File: src/hdl/epic_regs.svh
/*
 Register offsets, field positions, reset values and timing counts of the
 encoder pulse input conditioning block.
 Assumes a 32-bit classic Wishbone slave, byte addresses, one word per register.
*/
`ifndef EPIC_REGS_SVH
`define EPIC_REGS_SVH

// =====================================
// Register offsets
`define EPIC_CTRL_OFS 8'h00
`define EPIC_PPR_OFS 8'h04
`define EPIC_ERRLVL_OFS 8'h08
`define EPIC_STAT_OFS 8'h0c
`define EPIC_MASK_OFS 8'h10
`define EPIC_SPEED_OFS 8'h14

// =====================================
// Control fields
`define EPIC_CTRL_MODE_LSB 0
`define EPIC_CTRL_TYPE_LSB 2
`define EPIC_CTRL_PM_BIT 6
`define EPIC_CTRL_RUNREV_BIT 7

// =====================================
// Status fields
`define EPIC_ST_ERR_BIT 0
`define EPIC_ST_CFG_BIT 1
`define EPIC_ST_ZERO_BIT 2
`define EPIC_ST_DIR_BIT 3
`define EPIC_ST_LIVE_LSB 8

// =====================================
// Reset values
`define EPIC_CTRL_RST 32'h0000_0001
`define EPIC_PPR_RST 32'h0000_0400
`define EPIC_ERRLVL_RST 32'h0000_0100
`define EPIC_MASK_RST 32'h0000_0000

// =====================================
// Timing
`define EPIC_CLK_HZ 50000000
`define EPIC_WIN_US 2000
`define EPIC_WIN_CYC ((`EPIC_CLK_HZ / 1000000) * `EPIC_WIN_US)

`endif

File: src/hdl/epic_pkg.sv
/*
 Types of the encoder pulse input conditioning block.
 Assumes the offsets and counts of epic_regs.svh.
*/
package epic_pkg;
   typedef enum logic [1:0] {EPIC_MODE_RSV0, EPIC_MODE_TWO, EPIC_MODE_ONE, EPIC_MODE_RSV3} epic_mode_e;
   typedef logic [3:0] epic_type_t;
   typedef logic [31:0] epic_word_t;
endpackage

File: src/hdl/epic_cond_if.sv
/*
 Carrier between the top and the phase conditioner.
 Assumes one clock shared by both ends.
*/
`timescale 1ns/1ps
interface epic_cond_if;
   logic a_raw;
   logic b_raw;
   logic z_raw;
   logic [3:0] ptype;
   logic a_c;
   logic b_c;
   logic z_c;
   modport top (output a_raw, output b_raw, output z_raw, output ptype, input a_c, input b_c, input z_c);
   modport cond (input a_raw, input b_raw, input z_raw, input ptype, output a_c, output b_c, output z_c);
endinterface

File: src/hdl/epic_cond.sv
/*
 Phase conditioner: per-input inversion, then optional A/B interchange, then
 registered output. Assumes inputs already synchronised.
*/
`timescale 1ns/1ps
module epic_cond (
   // System
   input wire logic clk,
   input wire logic rst_b,
   // Phases
   epic_cond_if.cond cif
);
   import epic_pkg::*;
   logic a_inv, b_inv, z_inv;
   logic a_reg, b_reg, z_reg, a_next, b_next, z_next;

   // =====================================
   // Inversion then swap
   always_comb begin
      a_inv = cif.a_raw ^ cif.ptype[0];
      b_inv = cif.b_raw ^ cif.ptype[1];
      z_inv = cif.z_raw ^ cif.ptype[2];
      a_next = cif.ptype[3] ? b_inv : a_inv;
      b_next = cif.ptype[3] ? a_inv : b_inv;
      z_next = z_inv;
   end

   always_ff @(posedge clk or negedge rst_b) begin
      if (!rst_b) begin
         a_reg <= 1'b0;
         b_reg <= 1'b0;
         z_reg <= 1'b0;
      end else begin
         a_reg <= a_next;
         b_reg <= b_next;
         z_reg <= z_next;
      end
   end

   assign cif.a_c = a_reg;
   assign cif.b_c = b_reg;
   assign cif.z_c = z_reg;

   a_cond_swap: assert property (@(posedge clk) disable iff (!rst_b)
      cif.ptype[3] |=> a_reg == ($past(cif.b_raw) ^ $past(cif.ptype[1])))
      else $error("A/B interchange wrong");
endmodule // epic_cond

File: src/hdl/epic_top.sv
/*
 Encoder pulse input conditioning: synchronises encoder A, B and zero-mark
 pins, conditions them, decodes direction and counts pulses, measures speed
 per 2 ms window and flags speed detection errors; Wishbone register slave.
 Assumes one 50 MHz clock and an encoder whose edges are slower than 3 clocks.
*/
// Contract
// - Mode 1 takes two quadrature phases for direction and speed.
// - Single-phase mode takes direction from the run command direction.
// - Single-phase mode together with permanent magnet control is refused.
// - Two-phase direction follows which conditioned phase leads.
// - Zero mark used only for zero detection under permanent magnet control.
// - Type bit 0 inverts A, bit 1 inverts B, bit 2 inverts zero.
// - Types 8 to 15 swap A and B.
// - Speed change per 2 ms above the error level flags an error.
`timescale 1ns/1ps
`include "epic_regs.svh"
module epic_top #(
   parameter int WIN_CYC = `EPIC_WIN_CYC
) (
   // System
   input wire logic REF_CLK,
   input wire logic RST_B,
   // Encoder pins
   input wire logic ENC_A,
   input wire logic ENC_B,
   input wire logic ENC_Z,
   // Wishbone
   input wire logic WB_CYC_I,
   input wire logic WB_STB_I,
   input wire logic WB_WE_I,
   input wire logic [7:0] WB_ADR_I,
   input wire logic [3:0] WB_SEL_I,
   input wire epic_pkg::epic_word_t WB_DAT_I,
   output logic [31:0] WB_DAT_O,
   output logic WB_ACK_O,
   // Interrupt
   output logic IRQ
);
   import epic_pkg::*;

   // =====================================
   // Pin synchronisers
   logic [2:0] s1_reg, s2_reg;
   always_ff @(posedge REF_CLK or negedge RST_B) begin
      if (!RST_B) begin
         s1_reg <= 3'h0;
         s2_reg <= 3'h0;
      end else begin
         s1_reg <= {ENC_Z, ENC_B, ENC_A};
         s2_reg <= s1_reg;
      end
   end

   // =====================================
   // Registers
   logic [31:0] ctrl_reg, ctrl_next, ppr_reg, ppr_next, lvl_reg, lvl_next, mask_reg, mask_next;
   logic [3:0] stat_reg, stat_next;
   logic [31:0] dat_reg, dat_next;
   logic ack_reg, ack_next, irq_reg, irq_next;
   epic_mode_e mode;
   logic pm_ctl, run_rev, cfg_bad;

   assign mode = epic_mode_e'(ctrl_reg[`EPIC_CTRL_MODE_LSB +: 2]);
   assign pm_ctl = ctrl_reg[`EPIC_CTRL_PM_BIT];
   assign run_rev = ctrl_reg[`EPIC_CTRL_RUNREV_BIT];
   assign cfg_bad = (mode == EPIC_MODE_ONE) && pm_ctl;

   // =====================================
   // Conditioner
   epic_cond_if cif ();
   assign cif.a_raw = s2_reg[0];
   assign cif.b_raw = (mode == EPIC_MODE_ONE) ? 1'b0 : s2_reg[1];
   assign cif.z_raw = s2_reg[2];
   assign cif.ptype = ctrl_reg[`EPIC_CTRL_TYPE_LSB +: 4];

   epic_cond u_cond (
      .clk(REF_CLK),
      .rst_b(RST_B),
      .cif(cif.cond)
   );

   // =====================================
   // Direction and counting
   logic a_d_reg, b_d_reg, z_d_reg, dir_reg, dir_next;
   logic [31:0] cnt_reg, cnt_next;
   logic step, step_dir, zero_ev;
   always_comb begin
      step = 1'b0;
      step_dir = dir_reg;
      zero_ev = 1'b0;
      if (!cfg_bad) begin
         if (mode == EPIC_MODE_TWO) begin
            // Quadrature: edge on one phase, level of other gives lead
            if (cif.a_c != a_d_reg) begin
               step = 1'b1;
               step_dir = ~(cif.a_c ^ cif.b_c);
            end else if (cif.b_c != b_d_reg) begin
               step = 1'b1;
               step_dir = cif.a_c ^ cif.b_c;
            end
         end else if (mode == EPIC_MODE_ONE) begin
            if (cif.a_c && !a_d_reg) begin
               step = 1'b1;
               step_dir = run_rev;
            end
         end
         zero_ev = pm_ctl && cif.z_c && !z_d_reg;
      end
      dir_next = step ? step_dir : dir_reg;
      cnt_next = step ? (step_dir ? cnt_reg - 32'h1 : cnt_reg + 32'h1) : cnt_reg;
   end

   // =====================================
   // Speed window
   logic [31:0] win_reg, win_next, spd_reg, spd_next, base_reg, base_next;
   logic [31:0] delta, dev;
   logic err_ev;
   always_comb begin
      win_next = win_reg + 32'h1;
      spd_next = spd_reg;
      base_next = base_reg;
      err_ev = 1'b0;
      delta = cnt_reg - base_reg;
      dev = (delta > spd_reg) ? delta - spd_reg : spd_reg - delta;
      if (win_reg == 32'(WIN_CYC - 1)) begin
         win_next = 32'h0;
         base_next = cnt_reg;
         spd_next = delta;
         err_ev = !cfg_bad && (dev > lvl_reg);
      end
   end

   // =====================================
   // Bus slave and status
   logic sel_hit, rd_stat;
   logic [31:0] wmask;
   always_comb begin
      sel_hit = WB_CYC_I && WB_STB_I && !ack_reg;
      rd_stat = sel_hit && !WB_WE_I && (WB_ADR_I == `EPIC_STAT_OFS);
      wmask = {{8{WB_SEL_I[3]}}, {8{WB_SEL_I[2]}}, {8{WB_SEL_I[1]}}, {8{WB_SEL_I[0]}}};
      ctrl_next = ctrl_reg;
      ppr_next = ppr_reg;
      lvl_next = lvl_reg;
      mask_next = mask_reg;
      ack_next = sel_hit;
      dat_next = 32'h0;
      if (sel_hit && WB_WE_I) begin
         unique case (WB_ADR_I)
            `EPIC_CTRL_OFS: ctrl_next = (ctrl_reg & ~wmask) | (WB_DAT_I & wmask);
            `EPIC_PPR_OFS: ppr_next = (ppr_reg & ~wmask) | (WB_DAT_I & wmask);
            `EPIC_ERRLVL_OFS: lvl_next = (lvl_reg & ~wmask) | (WB_DAT_I & wmask);
            `EPIC_MASK_OFS: mask_next = (mask_reg & ~wmask) | (WB_DAT_I & wmask);
            default: ;
         endcase
      end else if (sel_hit) begin
         unique case (WB_ADR_I)
            `EPIC_CTRL_OFS: dat_next = ctrl_reg;
            `EPIC_PPR_OFS: dat_next = ppr_reg;
            `EPIC_ERRLVL_OFS: dat_next = lvl_reg;
            `EPIC_STAT_OFS: dat_next = {21'h0, cif.z_c, cif.b_c, cif.a_c, cfg_bad, 3'h0, stat_reg};
            `EPIC_MASK_OFS: dat_next = mask_reg;
            `EPIC_SPEED_OFS: dat_next = spd_reg;
            default: dat_next = 32'h0;
         endcase
      end
      // Read clears; a new event in the same cycle wins
      stat_next = rd_stat ? 4'h0 : stat_reg;
      if (err_ev) stat_next[`EPIC_ST_ERR_BIT] = 1'b1;
      if (cfg_bad) stat_next[`EPIC_ST_CFG_BIT] = 1'b1;
      if (zero_ev) stat_next[`EPIC_ST_ZERO_BIT] = 1'b1;
      if (step && step_dir != dir_reg) stat_next[`EPIC_ST_DIR_BIT] = 1'b1;
      irq_next = |(stat_next & mask_reg[3:0]);
   end

   always_ff @(posedge REF_CLK or negedge RST_B) begin
      if (!RST_B) begin
         ctrl_reg <= `EPIC_CTRL_RST;
         ppr_reg <= `EPIC_PPR_RST;
         lvl_reg <= `EPIC_ERRLVL_RST;
         mask_reg <= `EPIC_MASK_RST;
         stat_reg <= 4'h0;
         dat_reg <= 32'h0;
         ack_reg <= 1'b0;
         irq_reg <= 1'b0;
         a_d_reg <= 1'b0;
         b_d_reg <= 1'b0;
         z_d_reg <= 1'b0;
         dir_reg <= 1'b0;
         cnt_reg <= 32'h0;
         win_reg <= 32'h0;
         spd_reg <= 32'h0;
         base_reg <= 32'h0;
      end else begin
         ctrl_reg <= ctrl_next;
         ppr_reg <= ppr_next;
         lvl_reg <= lvl_next;
         mask_reg <= mask_next;
         stat_reg <= stat_next;
         dat_reg <= dat_next;
         ack_reg <= ack_next;
         irq_reg <= irq_next;
         a_d_reg <= cif.a_c;
         b_d_reg <= cif.b_c;
         z_d_reg <= cif.z_c;
         dir_reg <= dir_next;
         cnt_reg <= cnt_next;
         win_reg <= win_next;
         spd_reg <= spd_next;
         base_reg <= base_next;
      end
   end

   assign WB_DAT_O = dat_reg;
   assign WB_ACK_O = ack_reg;
   assign IRQ = irq_reg;

   // =====================================
   // Checks
   a_one_phase_dir: assert property (@(posedge REF_CLK) disable iff (!RST_B)
      (mode == EPIC_MODE_ONE && !pm_ctl && cif.a_c && !a_d_reg) |=> dir_reg == $past(run_rev))
      else $error("Single-phase direction not from run command");
   a_pm_refused: assert property (@(posedge REF_CLK) disable iff (!RST_B)
      cfg_bad |=> (cnt_reg == $past(cnt_reg)) && stat_reg[1])
      else $error("Single-phase counted under permanent magnet control");
   a_quad_fwd: assert property (@(posedge REF_CLK) disable iff (!RST_B)
      (mode == EPIC_MODE_TWO && !pm_ctl && cif.a_c && !a_d_reg && !cif.b_c) |=> !dir_reg)
      else $error("Leading A not forward");
   a_quad_rev: assert property (@(posedge REF_CLK) disable iff (!RST_B)
      (mode == EPIC_MODE_TWO && !pm_ctl && cif.b_c && !b_d_reg && cif.a_c == a_d_reg && !cif.a_c) |=> dir_reg)
      else $error("Leading B not reverse");
   a_quad_count: assert property (@(posedge REF_CLK) disable iff (!RST_B)
      (mode == EPIC_MODE_TWO && !pm_ctl && cif.a_c != a_d_reg) |=> cnt_reg != $past(cnt_reg))
      else $error("Quadrature edge not counted");
   a_one_rise_only: assert property (@(posedge REF_CLK) disable iff (!RST_B)
      (mode == EPIC_MODE_ONE && !(cif.a_c && !a_d_reg)) |=> cnt_reg == $past(cnt_reg))
      else $error("Single-phase count without rising A");
   a_idle_hold: assert property (@(posedge REF_CLK) disable iff (!RST_B)
      (mode != EPIC_MODE_ONE && mode != EPIC_MODE_TWO) |=> cnt_reg == $past(cnt_reg))
      else $error("Count moved in idle mode");
   a_cnt_step: assert property (@(posedge REF_CLK) disable iff (!RST_B)
      step |=> cnt_reg != $past(cnt_reg))
      else $error("Step not counted");
   a_zero_gated: assert property (@(posedge REF_CLK) disable iff (!RST_B)
      (!pm_ctl && !rd_stat && !stat_reg[2]) |=> !stat_reg[2])
      else $error("Zero mark used without permanent magnet control");
   a_err_flag: assert property (@(posedge REF_CLK) disable iff (!RST_B)
      err_ev |=> stat_reg[0])
      else $error("Speed error not flagged");
   a_win_wrap: assert property (@(posedge REF_CLK) disable iff (!RST_B)
      (win_reg == 32'(WIN_CYC - 1)) |=> (win_reg == 32'h0) && (spd_reg == $past(delta)))
      else $error("Speed window not closed");
   a_dir_event: assert property (@(posedge REF_CLK) disable iff (!RST_B)
      (step && step_dir != dir_reg) |=> stat_reg[`EPIC_ST_DIR_BIT])
      else $error("Direction change not flagged");
   a_one_no_b: assert property (@(posedge REF_CLK) disable iff (!RST_B)
      (mode == EPIC_MODE_ONE) |-> !cif.b_raw)
      else $error("Second phase read in single-phase mode");
   a_sync_path: assert property (@(posedge REF_CLK) disable iff (!RST_B)
      cif.a_raw == $past(ENC_A, 2) || !$past(RST_B, 2))
      else $error("A not two-stage synchronised");
   a_swap_none: assert property (@(posedge REF_CLK) disable iff (!RST_B)
      !cif.ptype[3] |=> cif.a_c == ($past(cif.a_raw) ^ $past(cif.ptype[0])))
      else $error("A inversion wrong without interchange");
   a_zero_inv: assert property (@(posedge REF_CLK) disable iff (!RST_B)
      cif.z_c == ($past(cif.z_raw) ^ $past(cif.ptype[2])))
      else $error("Zero mark inversion wrong");
   a_irq_level: assert property (@(posedge REF_CLK) disable iff (!RST_B)
      ##1 IRQ == $past(|(stat_next & mask_reg[3:0])))
      else $error("Interrupt level wrong");
   a_irq_mask: assert property (@(posedge REF_CLK) disable iff (!RST_B)
      ($past(mask_reg[3:0]) == 4'h0) |-> !IRQ)
      else $error("Interrupt raised while fully masked");

   // =====================================
   // Bus and status checks
   a_ack_pulse: assert property (@(posedge REF_CLK) disable iff (!RST_B)
      WB_ACK_O |=> !WB_ACK_O)
      else $error("Acknowledge longer than one cycle");
   a_ack_answer: assert property (@(posedge REF_CLK) disable iff (!RST_B)
      (WB_CYC_I && WB_STB_I && !WB_ACK_O) |=> WB_ACK_O)
      else $error("Request not answered in one cycle");
   a_dat_idle: assert property (@(posedge REF_CLK) disable iff (!RST_B)
      !WB_ACK_O |-> WB_DAT_O == 32'h0)
      else $error("Read data not zero outside acknowledge");
   a_ctrl_write: assert property (@(posedge REF_CLK) disable iff (!RST_B)
      (sel_hit && WB_WE_I && WB_ADR_I == `EPIC_CTRL_OFS && WB_SEL_I == 4'hf) |=> ctrl_reg == $past(WB_DAT_I))
      else $error("Control write lost");
   a_unmapped_zero: assert property (@(posedge REF_CLK) disable iff (!RST_B)
      (sel_hit && !WB_WE_I && WB_ADR_I > `EPIC_SPEED_OFS) |=> WB_DAT_O == 32'h0)
      else $error("Unmapped read not zero");
   a_live_read: assert property (@(posedge REF_CLK) disable iff (!RST_B)
      rd_stat |=> {WB_DAT_O[`EPIC_ST_LIVE_LSB +: 3], WB_DAT_O[7]} == $past({cif.z_c, cif.b_c, cif.a_c, cfg_bad}))
      else $error("Live status bits misplaced");
   a_stat_clear: assert property (@(posedge REF_CLK) disable iff (!RST_B)
      (rd_stat && !err_ev && !cfg_bad && !zero_ev && !step) |=> stat_reg == 4'h0)
      else $error("Status not cleared by read");
   c_quad_rev: cover property (@(posedge REF_CLK) mode == EPIC_MODE_TWO && step && step_dir);
   c_single: cover property (@(posedge REF_CLK) mode == EPIC_MODE_ONE && step);
   c_err: cover property (@(posedge REF_CLK) err_ev);
   c_swap: cover property (@(posedge REF_CLK) cif.ptype[3] && step);
   c_zero: cover property (@(posedge REF_CLK) zero_ev);
endmodule // epic_top

File: config.mk
export PLATFORM = sky130hd
export DESIGN_NAME = epic_top
export DESIGN_NICKNAME = d
export VERILOG_FILES = /design/src/hdl/epic_pkg.sv /design/src/hdl/epic_cond_if.sv /design/src/hdl/epic_cond.sv /design/src/hdl/epic_top.sv
export VERILOG_INCLUDE_DIRS = /design/src /design/src/hdl
export SDC_FILE = /design/constraint.sdc
export NUM_CORES = 1
export LEC_CHECK = 0
export BUFFER_PORTS_ARGS = -buffer_cell sky130_fd_sc_hd__buf_2
export CORE_ASPECT_RATIO = 1.75
export CORE_MARGIN = 4
export CORE_UTILIZATION = 45
export CTS_BUF_LIST = sky130_fd_sc_hd__clkbuf_2 sky130_fd_sc_hd__clkbuf_4 sky130_fd_sc_hd__clkbuf_8
export CTS_CLUSTER_SIZE = 20
export DETAILED_ROUTE_END_ITERATION = 12
export REMOVE_ABC_BUFFERS = 1
export SETUP_SLACK_MARGIN = 0.02
export SYNTH_ARGS = -nofsm -noshare
export SYNTH_HDL_FRONTEND = slang
export SYNTH_SLANG_ARGS = --single-unit
File: constraint.sdc
create_clock -name REF_CLK -period 9.65 [get_ports REF_CLK]
set_input_delay 2.895 -clock REF_CLK [delete_from_list [all_inputs] [get_ports REF_CLK]]
set_output_delay 2.895 -clock REF_CLK [all_outputs]
set_load 0.02 [all_outputs]
==> impl_metrics.sql, run 1 <==
INSERT INTO impl_metrics (metric_group, metric, value, unit) VALUES
('routing', 'total_vias_in_the_final_route', '15700', ''),
('die', 'design.die.area', '48000', 'um2'),
('placed_design', 'pre_cts_slack', '1.62', 'ns'),
('setup_path', 'crit_top_cell', 'o21ai_0', ''),
('clock_network', 'cts_resized', '0', ''),
('clock_network', 'cts.sinks', '307', ''),
('clock_network', 'htree_levels', '2', ''),
('sta', 'fmaxAchievable', '125', 'MHz'),
('setup_path', 'flop_to_flop_setup_slack', '1.66', 'ns'),
('logic_synthesis', 'synth_area_leader_cell', 'dfrtp_1', ''),
('final_layout', 'highest_count_cells_in_the_layout_ignoring_fill_and_taps', '304 x dfrtp_1, 171 x nand2_1, 158 x ha_1, 155 x inv_1, 151 x o21ai_0', ''),
('routing', 'average_via_count_per_standard_cell', '5.66', ''),
('routing', 'firstDrtPassIters', '8', ''),
('sta', 'setup-violations-final', '0', ''),
('status', 'status', 'finished clean', ''),
('routing', 'post_drt_wl_per_cell', '18.8', 'um'),
('min_path', 'min_delay_worst_endpoint', 's2_reg[2]', ''),
('sta', 'setup_ws_post_layout', '1.66', 'ns'),
('sta', 'final_hold_violation_count', '0', ''),
('logic_synthesis', 'ys.flop_type', 'dfrtp_1', ''),
('setup_path', 'timing.setup.critical_path_class', 'register to register', ''),
('logic_synthesis', 'synth_edf_count', '0', ''),
('die', 'core.rowCount', '101', ''),
('run', 'maxCapViolations', '0', ''),
('power_and_ir_drop', 'power.density_cell_area', '266', 'nW/um2'),
('sta', 'final_sum_of_negative_setup_slack', '0', 'ns'),
('logic_synthesis', 'async_reset_ff_share', '100', '%'),
('global_routing', 'grt_pass1_vias', '16400', ''),
('sta', 'final-max-slew-violation-count', '0', ''),
('clock_network', 'cts_made_buffers', '48', ''),
('placed_design', 'detailed_place.area', '20900', 'um2'),
('final_layout', 'post_route_cells_drive_above_1_share', '16.9', '%'),
('clock_network', 'cts-hold-fix-buffers', '0', ''),
('placed_design', 'place.gp.congestion', '0.925', ''),
('final_layout', 'fin_util', '50.5', '%'),
('clock_network', 'clk_root_buffer_cell', 'clkbuf_8', ''),
('final_layout', 'stdcell_area', '22000', 'um2'),
('clock_network', 'clk_latency', '0.60', 'ns'),
('setup_path', 'critical_path_arrival', '8.46', 'ns'),
('power_and_ir_drop', 'p_leak', '10.8', 'nW'),
('routing', 'drtIter0Drc', '1007', ''),
('logic_synthesis', 'syn_avg_cell_area', '9.54', 'um2'),
('setup_path', 'start_kind', 'register', ''),
('sta', 'timing.final.crit_share', '82.8', '%'),
('die', 'num_io_pins', '86', ''),
('logic_synthesis', 'syn_inst', '2094', ''),
('die', 'fp.coreArea', '43600', 'um2'),
('logic_synthesis', 'synthDominantCellAreaShare', '38.1', '%'),
('power_and_ir_drop', 'max-vdd-ir-drop', '0.230', 'mV'),
('min_path', 'hp-start', 's1_reg[2]', ''),
('setup_path', 'critPathLaunch', 'cnt_reg[0]', ''),
('setup_path', 'crit_path_end_kind', 'register', ''),
('clock_network', 'cts-root-to-sink-buffers', '3', ''),
('global_routing', 'grt_overflow', '0', ''),
('min_path', 'min-delay-path-class', 'register to register', ''),
('sta', 'maxSlewHeadroom', '24.3', '%'),
('global_routing', 'grt_max_degree', '159', ''),
('setup_path', 'cp_slowest_cell', 'nor4_1', ''),
('placed_design', 'place_hpwl', '39.1', 'mm'),
('global_routing', 'first_pass_grt_wire_length', '84.1', 'mm'),
('placed_design', 'io_buffers', '85', ''),
('final_layout', 'mostFrequentLayoutCell', 'dfrtp_1', ''),
('clock_network', 'clk_pin_slew', '0.07', 'ns'),
('sta', 'grt_setup_unrepaired', 'false', ''),
('setup_path', 'r2r.worst_path.cells', '31', ''),
('min_path', 'number_of_cells_on_the_worst_hold_path', '0', ''),
('global_routing', 'grt_antenna_before_repair', '1', ''),
('clock_network', 'cts_tree', 'built', ''),
('setup_path', 'cpLargestDelayFamily', 'compound AO/OA/AOI/OAI gates', ''),
('logic_synthesis', 'synth-seq-area-share', '38.5', '%'),
('logic_synthesis', 'netlist_area', '20000', 'um2');
==> kinds of logic (layout without fill, tap and decap cells) <==
group           after synthesis  after routing  share of synthesized area [%]
simple gates                496            496                           11.9
other cells                   0              1                              0
xor+xnor                    122            122                           5.35
fa+ha+maj                   162            162                           10.3
flops                       307            307                           38.5
mux                         215            215                           11.7
compound gates              555            555                           17.7
buf+inv                     237            343                           4.67
==> routing by layer <==
metal,GRT usage [%],share of wire [%]
met4,10.5,5.5
met3,2.36,3.2
met1,24.0,39
met5,0,0
met2,39.9,52
==> metrics by stage <==
| step | std cells | hold slack, ns |
|---|---|---|
| floorplan | 2012 | 0.331 |
| global placement | 2677 | 0.332 |
| detailed placement | 2677 | 0.336 |
| CTS | 2766 | 0.346 |
| global route | 2767 | 0.359 |
| finish | 2767 | 0.344 |
==> worst max-delay path by stage <==
stage / end / slack, ns / depth (start not counted)
after floorplan: base_reg[0] / 1.78 / 5
after global placement: IRQ / 1.78 / 31
after detailed placement: IRQ / 1.62 / 31
after CTS: IRQ / 1.62 / 31
after global routing: IRQ / 1.03 / 31
final: IRQ / 1.66 / 31
==> synth_stat cells, types with 54 or more instances <==
master / n
inv_1: 155
a21oi_1: 142
mux2i_1: 69
xor2_1: 54
clkbuf_1: 57
xnor2_1: 68
ha_1: 158
a21o_1: 83
o21ai_0: 151
dfrtp_1: 304
mux2_2: 145
nor2_1: 122
nand2_1: 171
==> layout make-up <==
| cell class | instances | area (um2) |
|---|---|---|
| Sequential cell | 307 | 7690 |
| Fill cell | 4096 | 21600 |
| Clock buffer | 79 | 981 |
| Clock inverter | 10 | 118 |
| Inverter | 155 | 582 |
| Antenna cell | 1 | 2.50 |
| Tap cell | 566 | 708 |
| Multi-Input combinational cell | 1550 | 11400 |
| Timing Repair Buffer | 99 | 553 |
==> worst reg2reg max path: cells and delay by family, from the launching register on <==
family          cells  cell delay [ns]
xor+xnor            2             0.33
flops               1             0.45
simple gates       10             2.43
compound gates     12             2.85
buf+inv             3             0.51
fa+ha+maj           4             1.32
==> report_power, final <==
| group | leakage [nW] | internal [W] | switching, W |
|---|---|---|---|
| sequential | 4.21 | 0.00130 | 0.0000156 |
| clock | 0.580 | 0.000700 | 0.000541 |
| combinational | 6.03 | 0.00138 | 0.00191 |
Note: power is estimated with default switching activity, not from simulation.
==> run 2: changes to the inputs <==
- ABC_AREA: default -> 1
- clock period: 9.65 -> 8.3 ns (I/O delays scaled with it)
==> run 2 against run 1 <==
Effect of this change:
- final cell count rose by 52%
- critical path type unchanged
- via count up 41%
- largest power group unchanged
- synthesized cell count grew 64%
- clock power is 23% higher
==> impl_metrics.sql, run 2 <==
INSERT INTO impl_metrics (metric_group, metric, value, unit) VALUES
('clock_network', 'htree_levels', '2', ''),
('clock_network', 'cts_made_buffers', '50', ''),
('final_layout', 'fin_util', '49.7', '%'),
('clock_network', 'clk_root_buffer_cell', 'clkbuf_8', ''),
('global_routing', 'first_pass_grt_wire_length', '116', 'mm'),
('power_and_ir_drop', 'power.density_cell_area', '306', 'nW/um2'),
('setup_path', 'critPathLaunch', 'cnt_reg[0]', ''),
('placed_design', 'io_buffers', '85', ''),
('sta', 'maxSlewHeadroom', '11.5', '%'),
('die', 'core.rowCount', '109', ''),
('logic_synthesis', 'synthDominantCellAreaShare', '33.1', '%'),
('logic_synthesis', 'ys_top_cells_by_area', 'dfrtp_1 33%, nand2_1 18%, inv_1 9.2%', ''),
('die', 'num_io_pins', '86', ''),
('logic_synthesis', 'netlist_area', '23000', 'um2'),
('final_layout', 'mostFrequentLayoutCell', 'nand2_1', ''),
('setup_path', 'rr_startpoint', 'cnt_reg[0]', ''),
('logic_synthesis', 'synth-seq-area-share', '33.4', '%'),
('final_layout', 'finalNetCount', '3719', ''),
('clock_network', 'clk_latency', '0.64', 'ns'),
('sta', 'setup-violations-final', '0', ''),
('die', 'initial_core_utilization', '45.4', '%'),
('clock_network', 'post_cts.repair.setup_buffers', '0', ''),
('routing', 'average_via_count_per_standard_cell', '5.24', ''),
('setup_path', 'cp_data_required_time', '8.79', 'ns'),
('routing', 'totalWireLength', '72.6', 'mm'),
('routing', 'total_vias_in_the_final_route', '22000', ''),
('logic_synthesis', 'syn_avg_cell_area', '6.70', 'um2'),
('routing', 'firstDrtPassIters', '5', ''),
('power_and_ir_drop', 'p_leak', '13.8', 'nW'),
('logic_synthesis', 'syn_inst', '3431', ''),
('sta', 'grt_setup_unrepaired', 'false', ''),
('final_layout', 'stdcell_area', '25100', 'um2'),
('logic_synthesis', 'synth_edf_count', '0', ''),
('clock_network', 'cts-hold-fix-buffers', '0', ''),
('logic_synthesis', 'async_reset_ff_share', '100', '%'),
('setup_path', 'start_kind', 'register', ''),
('sta', 'finalClockSkew', '0.0246', 'ns'),
('logic_synthesis', 'synth.cells.most_frequent', '1,111 x nand2_1, 564 x inv_1, 304 x dfrtp_1', ''),
('setup_path', 'path_max_fanout', '33', ''),
('sta', 'final_hold_violation_count', '0', ''),
('final_layout', 'post_route_cells_drive_above_1_share', '7.17', '%'),
('final_layout', 'fillers', '5285', ''),
('final_layout', 'highest_count_cells_in_the_layout_ignoring_fill_and_taps', '1,110 x nand2_1, 564 x inv_1, 304 x dfrtp_1, 240 x o21ai_0, 233 x nand3_1', ''),
('routing', 'drtAntennaViolNets', '0', ''),
('power_and_ir_drop', 'max-vdd-ir-drop', '0.470', 'mV'),
('setup_path', 'flop_to_flop_setup_slack', '2.15', 'ns'),
('routing', 'post_drt_wl_per_cell', '17.2', 'um'),
('global_routing', 'grt_overflow', '0', ''),
('setup_path', 'cp_slowest_cell', 'nand2_1', ''),
('setup_path', 'critical_path_arrival', '6.64', 'ns'),
('die', 'floorplan.die.height', '307', 'um'),
('sta', 'worst_pin_slew', '1.32', 'ns'),
('status', 'status', 'finished clean', ''),
('sta', 'layout_min_cycle_time', '6.15', 'ns'),
('logic_synthesis', 'ys.flop_type', 'dfrtp_1', ''),
('global_routing', 'grt_pass1_vias', '22100', ''),
('logic_synthesis', 'ys_ff_latch', '307', ''),
('die', 'design.die.area', '54900', 'um2'),
('global_routing', 'grt_max_degree', '154', ''),
('clock_network', 'cts.sinks', '307', ''),
('placed_design', 'place_hpwl', '58.2', 'mm'),
('setup_path', 'timing.setup.critical_path_class', 'register to register', ''),
('clock_network', 'clk_pin_slew', '0.07', 'ns'),
('setup_path', 'crit_path_end_kind', 'register', ''),
('setup_path', 'critical_path.max_stage_delay', '0.95', 'ns'),
('clock_network', 'cts_tree', 'built', ''),
('placed_design', 'place.gp.congestion', '1.03', ''),
('sta', 'fmaxAchievable', '163', 'MHz'),
('global_routing', 'grt_antenna_before_repair', '1', ''),
('routing', 'drtIter0Drc', '1483', ''),
('min_path', 'min-delay-path-class', 'register to register', ''),
('die', 'fp.coreArea', '50600', 'um2'),
('logic_synthesis', 'synth.yosys.warnings', '0', ''),
('global_routing', 'gr-usage-all-layers', '26.6', '%'),
('sta', 'post_route_hold_slack', '0.351', 'ns'),
('die', 'die_w', '179', 'um'),
('routing', 'drcViolationCount', '0', ''),
('clock_network', 'cts_resized', '0', ''),
('final_layout', 'areaGrowthSynthToFinish', '9.31', '%'),
('placed_design', 'detailed_place.area', '24000', 'um2'),
('run', 'maxCapViolations', '0', ''),
('logic_synthesis', 'synth_area_leader_cell', 'dfrtp_1', ''),
('logic_synthesis', 'yosysMostFrequentCell', 'nand2_1', ''),
('setup_path', 'crit_top_cell', 'nand2_1', ''),
('sta', 'timing.final.crit_share', '74.1', '%'),
('clock_network', 'cts-root-to-sink-buffers', '3', ''),
('sta', 'final_sum_of_negative_setup_slack', '0', 'ns'),
('logic_synthesis', 'synth.distinct_cells', '50', ''),
('min_path', 'hp-start', 's1_reg[2]', ''),
('sta', 'final-max-slew-violation-count', '0', '');
## run 2: cell count changes in the layout (fill, tap and decap cells not counted), sizes merged, moves of 75 or more
cell / before / now
a21o: 83 / 6
nand2: 172 / 1141
nor2: 127 / 202
nand3: 47 / 234
mux2: 146 / 0
inv: 157 / 566
o21ai: 156 / 296
## run 2: path summary, 6_finish.rpt
check,endpoint,cells after the start
worst max-delay path,IRQ,38
worst min-delay path,s2_reg[2],0
min in group asynchronous,s1_reg[2],1
worst min register to register,s2_reg[2],0
worst max register to register,IRQ,38
max in group asynchronous,base_reg[29],2
## run 2: area by class of cell
| class | count | area [um2] | share of cell area [%] |
|---|---|---|---|
| flip-flops and latches | 307 | 7690 | 30.6 |
| diodes | 1 | 2.50 | 0.00996 |
| clock inverters | 17 | 205 | 0.817 |
| multi-input cells | 2481 | 12800 | 50.8 |
| well taps | 666 | 833 | 3.32 |
| clock buffers | 74 | 962 | 3.83 |
| repair buffers | 98 | 546 | 2.17 |
| inverters | 567 | 2130 | 8.47 |
## run 2: cells by family (layout without fill, tap and decap cells)
family          Yosys count  after routing  share of synthesized area, %
simple gates           1713           1713                          31.4
buf+inv                 643            756                          11.1
compound gates          525            525                          12.0
flops                   307            307                          33.4
fa+ha+maj               162            162                          8.95
xor+xnor                 81             81                          3.09
other cells               0              1                             0
## run 2: through the flow
stage | total power (W) | setup slack, ns | std cells
final | 0.00770 | 2.15 | 4211
after global routing | 0.00844 | 1.41 | 4211
after CTS | 0.00773 | 2.10 | 4210
after detailed placement | 0.00617 | 2.14 | 4119
after global placement | 0.00608 | 2.18 | 4119
after floorplan | 0.00482 | 3.23 | 3355
## run 2: layer usage
layer / vias up / global-route usage (%) / part of all wire (%)
met4: 0 / 15.6 / 6.9
met2: 537 / 49.3 / 52
met5: - / 0 / 0
li1: 11000 / - / -
met3: 204 / 2.52 / 3.4
met1: 10300 / 28.9 / 38
## run 2: power breakdown
part           switching [W]  leakage (nW)  total [W]  internal [W]
combinational        0.00315          8.95    0.00465       0.00150
clock               0.000653         0.612    0.00152      0.000872
sequential         0.0000113          4.21    0.00152       0.00151
## run 2: worst max-delay path: cells and delay by family, from the launching register on
family                     cells  cell delay [ns]
buffers and inverters          5             0.32
adders and majority gates      4             1.17
and+or+nand+nor               26             3.49
AOI/OAI and AO/OA              3             0.55
DFF                            1             0.44
==> run 3: changes to the inputs <==
- clock period: 8.3 -> 6.4 ns (I/O delays scaled with it)
==> run 3 against run 2 <==
Effect of this change:
- core utilization fell by 0.12 points
- die area did not move
- largest cell class unchanged
- sequential cell count did not move
- sequential power rose by 30%
- final cell count barely moved
- routed wire length rose by 0.74%
- clock skew rose by 0.0067 ns
- power rose by 28%
- non-clock buffer count rose by 3
- critical path depth fell by 3
- via count fell by 0.24%
==> impl_metrics.sql, run 3 (synthesized netlist as in run 2, its figures left out) <==
INSERT INTO impl_metrics (metric_group, metric, value, unit) VALUES
('sta', 'worst_pin_slew', '0.981', 'ns'),
('sta', 'final-max-slew-violation-count', '0', ''),
('setup_path', 'path_max_fanout', '17', ''),
('sta', 'layout_min_cycle_time', '5.78', 'ns'),
('power_and_ir_drop', 'power.density_cell_area', '391', 'nW/um2'),
('final_layout', 'fin_util', '49.5', '%'),
('routing', 'post_drt_wl_per_cell', '17.4', 'um'),
('die', 'floorplan.die.height', '307', 'um'),
('placed_design', 'io_buffers', '85', ''),
('clock_network', 'cts_tree', 'built', ''),
('clock_network', 'htree_levels', '2', ''),
('sta', 'timing.final.crit_share', '90.2', '%'),
('clock_network', 'clk_pin_slew', '0.07', 'ns'),
('routing', 'drtAntennaViolNets', '0', ''),
('placed_design', 'place.gp.congestion', '1.03', ''),
('placed_design', 'place_hpwl', '58.5', 'mm'),
('final_layout', 'post_route_cells_drive_above_1_share', '7.25', '%'),
('min_path', 'min_delay_worst_endpoint', 's2_reg[1]', ''),
('final_layout', 'fillers', '5362', ''),
('sta', 'final_hold_violation_count', '0', ''),
('setup_path', 'critical_path_arrival', '6.29', 'ns'),
('routing', 'firstDrtPassIters', '5', ''),
('clock_network', 'cts-hold-fix-buffers', '0', ''),
('global_routing', 'grt_overflow', '0', ''),
('die', 'die_w', '179', 'um'),
('setup_path', 'crit_path_end_kind', 'register', ''),
('clock_network', 'cts_resized', '0', ''),
('clock_network', 'clk_root_buffer_cell', 'clkbuf_8', ''),
('clock_network', 'cts.sinks', '307', ''),
('routing', 'total_vias_in_the_final_route', '22000', ''),
('min_path', 'min-delay-path-class', 'register to register', ''),
('power_and_ir_drop', 'p_leak', '13.7', 'nW'),
('setup_path', 'critical_path.max_stage_delay', '0.49', 'ns'),
('sta', 'fmaxAchievable', '173', 'MHz'),
('setup_path', 'cp_slowest_cell', 'a21boi_4', ''),
('die', 'fp.coreArea', '50600', 'um2'),
('die', 'num_io_pins', '86', ''),
('final_layout', 'finalNetCount', '3721', ''),
('sta', 'setup-violations-final', '0', ''),
('routing', 'totalWireLength', '73.2', 'mm'),
('setup_path', 'cpLargestDelayFamily', 'simple AND/OR/NAND/NOR gates', ''),
('sta', 'maxSlewHeadroom', '34.5', '%'),
('die', 'design.die.area', '54900', 'um2'),
('clock_network', 'cts_made_buffers', '49', ''),
('routing', 'routed-wl-met3', '2.67', 'mm'),
('setup_path', 'start_kind', 'register', ''),
('sta', 'finalClockSkew', '0.0313', 'ns'),
('global_routing', 'grt_max_degree', '134', ''),
('setup_path', 'cp_data_required_time', '6.91', 'ns'),
('die', 'core.rowCount', '109', ''),
('min_path', 'number_of_cells_on_the_worst_hold_path', '0', ''),
('setup_path', 'flop_to_flop_setup_slack', '0.62', 'ns'),
('setup_path', 'rr_startpoint', 'cnt_reg[0]', ''),
('power_and_ir_drop', 'max-vdd-ir-drop', '0.285', 'mV'),
('setup_path', 'timing.setup.critical_path_class', 'register to register', ''),
('die', 'initial_core_utilization', '45.4', '%'),
('sta', 'final_sum_of_negative_setup_slack', '0', 'ns'),
('min_path', 'hp-start', 's1_reg[1]', ''),
('setup_path', 'worstPathBufferInverterCount', '5', ''),
('routing', 'routed.top_layer', 'met4', ''),
('routing', 'm1WireLength', '27.4', 'mm'),
('routing', 'routed-wl-met2', '38.0', 'mm'),
('sta', 'grt_setup_unrepaired', 'false', ''),
('routing', 'drcViolationCount', '0', ''),
('global_routing', 'grt_pass1_vias', '22300', ''),
('clock_network', 'clk_latency', '0.63', 'ns'),
('final_layout', 'highest_count_cells_in_the_layout_ignoring_fill_and_taps', '1,109 x nand2_1, 564 x inv_1, 304 x dfrtp_1, 240 x o21ai_0, 233 x nand3_1', ''),
('routing', 'average_via_count_per_standard_cell', '5.22', ''),
('run', 'maxCapViolations', '0', ''),
('final_layout', 'mostFrequentLayoutCell', 'nand2_1', ''),
('setup_path', 'critPathLaunch', 'cnt_reg[0]', ''),
('global_routing', 'first_pass_grt_wire_length', '116', 'mm'),
('routing', 'drtIter0Drc', '1387', ''),
('setup_path', 'r2r.worst_path.cells', '35', ''),
('status', 'status', 'finished clean', ''),
('final_layout', 'areaGrowthSynthToFinish', '9.04', '%'),
('global_routing', 'gr-usage-all-layers', '26.7', '%'),
('clock_network', 'post_cts.repair.setup_buffers', '0', ''),
('setup_path', 'worstReg2RegEnd', 'IRQ', ''),
('setup_path', 'crit_top_cell', 'nand2_1', ''),
('global_routing', 'grt_antenna_before_repair', '1', ''),
('clock_network', 'cts-root-to-sink-buffers', '3', '');
[run 3: routing by layer]
metal	vias up	global-route usage (%)
met5	-	0
met4	0	16.3
met3	217	2.41
met2	605	49.2
met1	10100	29.0
li1	11000	-
[run 3: cell type report]
| class | count | area [um2] | area share (%) |
|---|---|---|---|
| inverters | 567 | 2130 | 8.49 |
| clock inverters | 15 | 118 | 0.469 |
| multi-input cells | 2481 | 12800 | 51.0 |
| diodes | 1 | 2.50 | 0.00998 |
| repair buffers | 101 | 581 | 2.32 |
| flip-flops and latches | 307 | 7690 | 30.7 |
| well taps | 666 | 833 | 3.32 |
| clock buffers | 75 | 945 | 3.77 |
[run 3: worst reg2reg max path: cells and delay by family, from the launching register on]
kind | cells | cell delay (ns)
flops | 1 | 0.43
simple gates | 22 | 2.45
compound gates | 4 | 1.02
fa+ha+maj | 4 | 1.22
buf+inv | 5 | 0.56
[run 3: how the worst max path moves through the flow]
stage,to,depth (start not counted)
floorplan,IRQ,36
CTS,IRQ,35
global placement,IRQ,35
finish,IRQ,35
global route,IRQ,35
detailed placement,IRQ,35
[run 3: power by group]
part	internal, W	total, W	leakage, nW	switching, W
combinational	0.00199	0.00602	8.97	0.00404
clock	0.000988	0.00182	0.563	0.000828
sequential	0.00196	0.00197	4.21	0.0000146
[run 3: through the flow]
stage / total power [W] / hold WS, ns / setup slack [ns] / cells / instance area [um2]
after global placement: 0.00785 / 0.333 / 0.501 / 4122 / 24000
after floorplan: 0.00625 / 0.331 / 1.36 / 3355 / 22600
final: 0.00981 / 0.349 / 0.624 / 4213 / 25100
after detailed placement: 0.00796 / 0.337 / 0.337 / 4122 / 24000
after global routing: 0.0108 / 0.368 / 0.0273 / 4213 / 25100
after CTS: 0.00982 / 0.352 / 0.339 / 4212 / 25100
